### config.mk
export PLATFORM = sky130hd
export DESIGN_NAME = etr_router
export DESIGN_NICKNAME = d
export VERILOG_FILES = /design/src/etr_pkg.sv /design/src/etr_router.sv
export SDC_FILE = /design/constraint.sdc
export NUM_CORES = 1
export LEC_CHECK = 0
export ABC_AREA = 1
export BUFFER_PORTS_ARGS = -buffer_cell sky130_fd_sc_hd__buf_2
export CORE_UTILIZATION = 50
export CTS_BUF_LIST = sky130_fd_sc_hd__clkbuf_4
export CTS_CLUSTER_SIZE = 10
export DETAILED_ROUTE_END_ITERATION = 6
export PLACE_DENSITY = 0.79
export SETUP_SLACK_MARGIN = 0.4
export SYNTH_ARGS = -nofsm -noshare
export SYNTH_HDL_FRONTEND = slang
export SYNTH_SLANG_ARGS = --single-unit
### constraint.sdc
create_clock -name i_clk_sys -period 5.15 [get_ports i_clk_sys]
set_input_delay 1.2875 -clock i_clk_sys [delete_from_list [all_inputs] [get_ports i_clk_sys]]
set_output_delay 1.2875 -clock i_clk_sys [all_outputs]
set_load 0.01 [all_outputs]
### src/etr_pkg.sv
// constants, register map and state layout for the trigger input router
// assumes a single 50 MHz clock and a byte-addressed avalon-mm slave port
package etr_pkg;

    // lines and channels
    localparam int unsigned NLINE = 5;
    localparam int unsigned NCH   = 4;

    // register groups, selected by address bits 7:5
    localparam logic [2:0] GRP_SRC  = 3'h0; // 0x00 + 4*line
    localparam logic [2:0] GRP_TYPE = 3'h1; // 0x20 + 4*line
    localparam logic [2:0] GRP_RESP = 3'h2; // 0x40 + 4*line
    localparam logic [2:0] GRP_SENS = 3'h3; // 0x60 + 4*line
    localparam logic [7:0] STAT_ADDR = 8'h80;
    localparam logic [7:0] CLR_ADDR  = 8'h84;
    localparam logic [7:0] IEN_ADDR  = 8'h88;
    localparam logic [7:0] CHON_ADDR = 8'h8C;
    localparam logic [7:0] MODE_ADDR = 8'h90;

    // field positions
    localparam int unsigned RESP_CFG_BIT = 7;
    localparam int unsigned STAT_W       = 6;
    localparam int unsigned STAT_REJ_BIT = 5;

    // trigger types
    localparam logic [2:0] TT_RISE = 3'h0;
    localparam logic [2:0] TT_FALL = 3'h1;
    localparam logic [2:0] TT_HIGH = 3'h2;
    localparam logic [2:0] TT_LOW  = 3'h3;
    localparam logic [2:0] TT_BOTH = 3'h4;

    // response actions
    localparam logic [3:0] RA_OFF    = 4'h0;
    localparam logic [3:0] RA_ON     = 4'h1;
    localparam logic [3:0] RA_TOGGLE = 4'h2;
    localparam logic [3:0] RA_POWER  = 4'h3;
    localparam logic [3:0] RA_CV     = 4'h4;
    localparam logic [3:0] RA_CC     = 4'h5;
    localparam logic [3:0] RA_CR     = 4'h6;
    localparam logic [3:0] RA_IND    = 4'h7;
    localparam logic [3:0] RA_SER    = 4'h8;
    localparam logic [3:0] RA_PAR    = 4'h9;

    // channel modes and tracking modes
    localparam logic [1:0] CM_POWER = 2'h0;
    localparam logic [1:0] CM_CV    = 2'h1;
    localparam logic [1:0] CM_CC    = 2'h2;
    localparam logic [1:0] CM_CR    = 2'h3;
    localparam logic [1:0] TM_IND   = 2'h0;
    localparam logic [1:0] TM_SER   = 2'h1;
    localparam logic [1:0] TM_PAR   = 2'h2;

    // whole state of the router
    typedef struct packed {
        logic                 wreq;
        logic                 ack;
        logic [31:0]          rdata;
        logic [4:0]           sync1;
        logic [4:0]           sync2;
        logic [4:0]           prev;
        logic [4:0][3:0]      src;
        logic [4:0][2:0]      ttype;
        logic [4:0][3:0]      resp;
        logic [4:0]           rcfg;
        logic [4:0][1:0]      sens;
        logic [STAT_W-1:0]    stat;
        logic [STAT_W-1:0]    ien;
        logic [3:0]           chon;
        logic [3:0][1:0]      chmode;
        logic [1:0]           track;
        logic                 irq;
    } etr_state_t;

    // after reset: rise, off, low sensitivity, power, independent
    localparam etr_state_t ST_RST = '{wreq: 1'b1, default: '0};

endpackage

### src/etr_router.sv
// external trigger input router: five trigger lines acting on four channels
// assumes lines come from outside the clock domain and are synchronised here;
// software drives the registers over avalon-mm with waitrequest
`timescale 1ns/10ps
`default_nettype none

module etr_router
(
    // clock and reset
    input  wire logic        i_clk_sys,
    input  wire logic        i_rst,
    // trigger lines
    input  wire logic        i_trig_line_0,
    input  wire logic        i_trig_line_1,
    input  wire logic        i_trig_line_2,
    input  wire logic        i_trig_line_3,
    input  wire logic        i_trig_line_4,
    // avalon-mm slave
    input  wire logic [7:0]  i_avs_address,
    input  wire logic        i_avs_read,
    input  wire logic        i_avs_write,
    input  wire logic [3:0]  i_avs_byteenable,
    input  wire logic [31:0] i_avs_writedata,
    output logic      [31:0] o_avs_readdata,
    output logic             o_avs_waitrequest,
    // channel control and interrupt
    output logic      [3:0]  o_out_channel_on,
    output logic      [7:0]  o_out_channel_mode,
    output logic      [1:0]  o_track_mode,
    output logic             o_irq
);

    etr_pkg::etr_state_t st_r;
    etr_pkg::etr_state_t st_nxt;
    logic [4:0]          trig_in;
    logic [4:0]          trig;
    logic [31:0]         rd_val;
    logic                wr;
    logic [2:0]          grp;
    logic [2:0]          idx;

    assign trig_in = {i_trig_line_4, i_trig_line_3, i_trig_line_2,
                      i_trig_line_1, i_trig_line_0};
    assign grp = i_avs_address[7:5];
    assign idx = i_avs_address[4:2];
    // a write lands only in the cycle the slave drops waitrequest
    assign wr  = st_r.ack & i_avs_write & i_avs_byteenable[0];

    // per-line trigger detector on the synchronised sample
    genvar g;
    generate
        for (g = 0; g < 5; g++)
        begin : g_det
            always_comb
            begin
                case (st_r.ttype[g])
                    etr_pkg::TT_RISE: trig[g] = st_r.sync2[g] & ~st_r.prev[g];
                    etr_pkg::TT_FALL: trig[g] = ~st_r.sync2[g] & st_r.prev[g];
                    etr_pkg::TT_HIGH: trig[g] = st_r.sync2[g];
                    etr_pkg::TT_LOW:  trig[g] = ~st_r.sync2[g];
                    etr_pkg::TT_BOTH: trig[g] = st_r.sync2[g] ^ st_r.prev[g];
                    default:          trig[g] = 1'b0;
                endcase
            end
        end
    endgenerate

    // read mux; unmapped or misaligned addresses read as zero
    always_comb
    begin
        rd_val = 32'h0000_0000;
        if (i_avs_address[1:0] == 2'h0)
        begin
            for (int l = 0; l < 5; l++)
            begin
                if (idx == 3'(l))
                begin
                    case (grp)
                        etr_pkg::GRP_SRC:  rd_val[3:0] = st_r.src[l];
                        etr_pkg::GRP_TYPE: rd_val[2:0] = st_r.ttype[l];
                        etr_pkg::GRP_RESP:
                        begin
                            rd_val[3:0] = st_r.resp[l];
                            rd_val[etr_pkg::RESP_CFG_BIT] = st_r.rcfg[l];
                        end
                        etr_pkg::GRP_SENS: rd_val[1:0] = st_r.sens[l];
                        default:           rd_val = 32'h0000_0000;
                    endcase
                end
            end
            case (i_avs_address)
                etr_pkg::STAT_ADDR: rd_val[5:0] = st_r.stat;
                etr_pkg::IEN_ADDR:  rd_val[5:0] = st_r.ien;
                etr_pkg::CHON_ADDR: rd_val[3:0] = st_r.chon;
                etr_pkg::MODE_ADDR:
                begin
                    rd_val[7:0] = st_r.chmode;
                    rd_val[9:8] = st_r.track;
                end
                default: ;
            endcase
        end
    end

    // next-state logic: synchroniser, bus, actions, status
    always_comb
    begin
        logic [5:0] clr;
        logic       rej;
        logic       pair_ok;
        st_nxt  = st_r;
        clr     = 6'h00;
        rej     = 1'b0;
        pair_ok = 1'b0;

        st_nxt.sync1 = trig_in;
        st_nxt.sync2 = st_r.sync1;
        st_nxt.prev  = st_r.sync2;

        // one wait state per request, then waitrequest drops for a cycle
        st_nxt.ack   = (i_avs_read | i_avs_write) & ~st_r.ack;
        st_nxt.wreq  = ~st_nxt.ack;
        st_nxt.rdata = st_nxt.ack ? rd_val : st_r.rdata;

        // register writes, only the low byte lane carries fields
        if (wr && i_avs_address[1:0] == 2'h0)
        begin
            for (int l = 0; l < 5; l++)
            begin
                if (idx == 3'(l))
                begin
                    case (grp)
                        etr_pkg::GRP_SRC:
                            st_nxt.src[l] = i_avs_writedata[3:0];
                        etr_pkg::GRP_TYPE:
                        begin
                            st_nxt.ttype[l] = i_avs_writedata[2:0];
                            if (i_avs_writedata[2:0] == etr_pkg::TT_BOTH)
                            begin
                                st_nxt.resp[l] = etr_pkg::RA_OFF;
                                st_nxt.rcfg[l] = 1'b1;
                            end
                        end
                        etr_pkg::GRP_RESP:
                        begin
                            st_nxt.resp[l] = i_avs_writedata[3:0];
                            st_nxt.rcfg[l] = 1'b1;
                        end
                        etr_pkg::GRP_SENS:
                            if (st_r.rcfg[l])
                                st_nxt.sens[l] = i_avs_writedata[1:0];
                            else
                                rej = 1'b1;
                        default: ;
                    endcase
                end
            end
            case (i_avs_address)
                etr_pkg::CLR_ADDR:  clr = i_avs_writedata[5:0];
                etr_pkg::IEN_ADDR:  st_nxt.ien = i_avs_writedata[5:0];
                etr_pkg::CHON_ADDR: st_nxt.chon = i_avs_writedata[3:0];
                default: ;
            endcase
        end

        // actions: lines applied in index order, so toggles accumulate
        // and a higher line wins a conflicting on/off in the same cycle
        for (int l = 0; l < 5; l++)
        begin
            if (trig[l])
            begin
                pair_ok = st_r.src[l][0] & st_r.src[l][1] &
                          (st_nxt.chmode[0] == etr_pkg::CM_POWER) &
                          (st_nxt.chmode[1] == etr_pkg::CM_POWER);
                for (int c = 0; c < 4; c++)
                begin
                    if (st_r.src[l][c])
                    begin
                        case (st_r.resp[l])
                            etr_pkg::RA_OFF:   st_nxt.chon[c] = 1'b0;
                            etr_pkg::RA_ON:    st_nxt.chon[c] = 1'b1;
                            etr_pkg::RA_TOGGLE:
                                st_nxt.chon[c] = ~st_nxt.chon[c];
                            etr_pkg::RA_POWER:
                                st_nxt.chmode[c] = etr_pkg::CM_POWER;
                            etr_pkg::RA_CV: st_nxt.chmode[c] = etr_pkg::CM_CV;
                            etr_pkg::RA_CC: st_nxt.chmode[c] = etr_pkg::CM_CC;
                            etr_pkg::RA_CR: st_nxt.chmode[c] = etr_pkg::CM_CR;
                            default: ;
                        endcase
                    end
                end
                // tracking needs channels 1 and 2 both assigned, in power
                if (pair_ok)
                begin
                    case (st_r.resp[l])
                        etr_pkg::RA_IND: st_nxt.track = etr_pkg::TM_IND;
                        etr_pkg::RA_SER: st_nxt.track = etr_pkg::TM_SER;
                        etr_pkg::RA_PAR: st_nxt.track = etr_pkg::TM_PAR;
                        default: ;
                    endcase
                end
            end
        end

        // sticky status: a new event wins over a clear in the same cycle
        st_nxt.stat = (st_r.stat & ~clr) | {rej, trig};
        st_nxt.irq  = |(st_nxt.stat & st_nxt.ien);
    end

    // state register
    always_ff @(posedge i_clk_sys or posedge i_rst)
    begin
        if (i_rst)
            st_r <= etr_pkg::ST_RST;
        else
            st_r <= st_nxt;
    end

    // outputs straight from the state register
    assign o_avs_readdata     = st_r.rdata;
    assign o_avs_waitrequest  = st_r.wreq;
    assign o_out_channel_on   = st_r.chon;
    assign o_out_channel_mode = st_r.chmode;
    assign o_track_mode       = st_r.track;
    assign o_irq              = st_r.irq;

    logic wr_ln0;
    logic lone0;
    assign wr_ln0 = wr && idx == 3'h0 && i_avs_address[1:0] == 2'h0;
    // line 0 triggering with no other line acting on a channel and no
    // software write to the outputs; idle lines with no channels are ignored
    assign lone0  = trig[0] &&
                    (trig[4:1] & {|st_r.src[4], |st_r.src[3],
                                  |st_r.src[2], |st_r.src[1]}) == 4'h0 &&
                    !(wr && i_avs_address == etr_pkg::CHON_ADDR);
endmodule

`default_nettype wire

==> impl_metrics.yaml <==
status:
  status: "finished clean"
power_and_ir_drop:
  power.density_nw_per_um2: 238
  seq_power_share_pct: 52.2
  power.switching_mw: 0.605
  max-vdd-ir-drop_v: 0.000164
  leakage_nw: 3.92
  pwr-share-clk_pct: 35.0
  finalPower_mw: 1.96
  combPwrFrac_pct: 12.9
  switching_share_pct: 30.8
  internal-power_mw: 1.36
cells_and_area:
  drive_above_1_share_pct: 9.08
  diodes: 0
  nNetsFinal: 1217
  final_core_util_pct: 54.3
  areaGrowthSynthToFinish_pct: 5.69
place:
  gp_congestion: 0.987
  portBuffers: 49
  post-place-ws_ns: 1.49
  hpwl_mm: 17.2
floorplanning:
  core_area_sq_um: 15200
  die_area_sq_um: 16100
  rows: 45
  pin_count: 101
  fp.dieW_um: 127
  die_y_um: 127
  start_util_pct: 51.4
worst_setup_path:
  regToRegStartpoint: "st_nxt[97]"
  crit_required_ns: 5.62
  critPathCaptureType: "flop"
  worst_setup_path_start_kind: "input port"
  arrival_ns: 3.75
  reg2reg_to: "o_track_mode[0]"
  r2r_cells: 17
  r2r_slack_ns: 2.30
  worstPathMaxFanout: 9
  crit_type: "in2reg"
clock_network:
  cts_hold_buf: 0
  ctsRootBufferMaster: "clkbuf_4"
  clockBufferDepth: 2
  cts.sinks: 124
  cts-resized-gates: 0
  clock_latency_ns: 0.57
  post_cts_buffers: 0
  clk_pin_slew_ns: 0.11
  cts_tree: "built"
  cts_buffers: 17
  h-tree-depth: 4
drt:
  wl_mm: 22.3
  drt-vias-per-instance: 5.60
  firstDrtPassIters: 5
  first_iter_violations: 819
  wl_per_cell_um: 16.5
  drtAntennaViolNets: 0
  drc_errors: 0
  num_vias: 7592
synth:
  synthTopCellsByArea: "dfrtp_1 (39%), nand2_1 (16%), o21ai_0 (7.8%)"
  synth_commonest_cells: "nand2_1 (339), inv_1 (143), dfrtp_1 (123)"
  synth_top_area_share_pct: 39.4
  ys_types: 44
  ys.flop_type: "dfrtp_1"
  yosysSeqAreaShare_pct: 39.8
  syn_avg_cell_area_sq_um: 6.96
  async_reset_ff_share_pct: 100
  synth.most_common_cell: "nand2_1"
  yosys_warnings: 0
  ys_ff_latch: 124
  yosys.area.top_type: "dfrtp_1"
  synth_edf_count: 0
  synthCells: 1122
  synthesis.area_sq_um: 7810
sta:
  finalMaxSlewViolations: 0
  worst_clock_skew_ns: 0.0216
  max-slew-margin-rel_pct: 30.2
  rsz0062_at_grt: "false"
  finalHoldViolations: 0
  setup_tns_ns: 0
  timing.final.setup_violations: 0
  worst_pin_slew_ns: 1.03
  period_minus_slack_ns: 3.28
  fmax_ghz: 0.305
  period_share_pct: 63.7
  setup_ws_ns: 1.87
min_path:
  min_to: "st_nxt[101]"
  worstHoldStart: "st_nxt[106]"
  hold_class: "reg2reg"
  min_path_cells: 0
flow_run:
  max-cap-violations: 0
global_routing:
  grt_pass1_vias: 6808
  grtUsageTotal_pct: 28.8
  grt_max_degree: 45
  antenna_found_initial: 0
  gr-total-overflow: 0
  grt_pass1_wl_mm: 35.2
==> state kept, by name, summed over array words and instances, names as in the netlist <==
name,cells
o_out_channel_mode,8
o_out_channel_on,4
o_track_mode,2
o_avs_readdata,10
st_nxt,10
st_r,88
o_irq,1
o_avs_waitrequest,1
==> layer usage <==
layer | wire length, um | global-route usage, %
met1 | 9540 | 38.0
met2 | 10100 | 46.2
met3 | 1960 | 6.49
met4 | 750 | 11.4
met5 | 0 | 0
==> worst max-delay path, cell delays in order <==
cell,delay [ns]
buf_2,0.16
inv_2,0.13
nand3_1,0.40
o41ai_1,0.98
nand3_1,0.49
o21ai_0,0.29
==> logic make-up after synthesis <==
| family | count (synthesis) | synth area share, % |
|---|---|---|
| and+or+nand+nor | 566 | 30.0 |
| AOI/OAI and AO/OA | 215 | 16.3 |
| buffers and inverters | 206 | 12.3 |
| DFF | 124 | 39.8 |
| adders and majority gates | 10 | 1.60 |
| other | 1 | 0.0480 |
==> power groups by stage <==
stage / combinational [mW] / sequential, mW / clock [mW]
2_1_floorplan: 0.194 / 1.03 / 0
4_1_cts: 0.248 / 1.02 / 0.691
3_3_place_gp: 0.243 / 1.04 / 0
3_5_place_dp: 0.246 / 1.04 / 0
5_1_grt: 0.279 / 1.03 / 0.732
6_report: 0.252 / 1.02 / 0.686
==> area by class of cell <==
cell class                      count  area, sq um
Clock buffer                       17          128
Clock inverter                     15          148
Fill cell                        1502         6950
Inverter                          147          554
Multi-Input combinational cell    813         3820
Sequential cell                   124         3100
Tap cell                          188          235
Timing Repair Buffer               51          260
==> stage by stage <==
| stage | instances | area [sq um] | hold slack (ns) |
|---|---|---|---|
| after floorplan | 1143 | 7890 | 0.331 |
| after global placement | 1323 | 7980 | 0.332 |
| after detailed placement | 1323 | 7980 | 0.335 |
| after CTS | 1355 | 8250 | 0.361 |
| after global routing | 1355 | 8250 | 0.364 |
| final | 1355 | 8250 | 0.359 |
==> placed cells by master, fill, tap and decap left out, types with 10 or more instances in the layout <==
master    Yosys  routed
a21oi_1      23      23
buf_2         5      49
clkbuf_4      0      17
conb_1        1      22
dfrtp_1     123     123
ha_1         10      10
inv_1       143     142
nand2_1     339     339
nand3_1      67      67
nor2_1      112     112
nor3_1       27      27
o21ai_0     121     121
o22ai_1      24      24
==> worst max-delay path by stage <==
stage / end / from
4_1_cts: st_r[47] / i_avs_address[7]
3_3_place_gp: st_r[47] / i_avs_address[7]
3_5_place_dp: st_r[47] / i_avs_address[7]
5_1_grt: st_r[60] / i_avs_address[7]
2_1_floorplan: o_avs_readdata[0] / i_rst
6_report: st_r[47] / i_avs_address[7]
(Power assumes the default switching activity.)
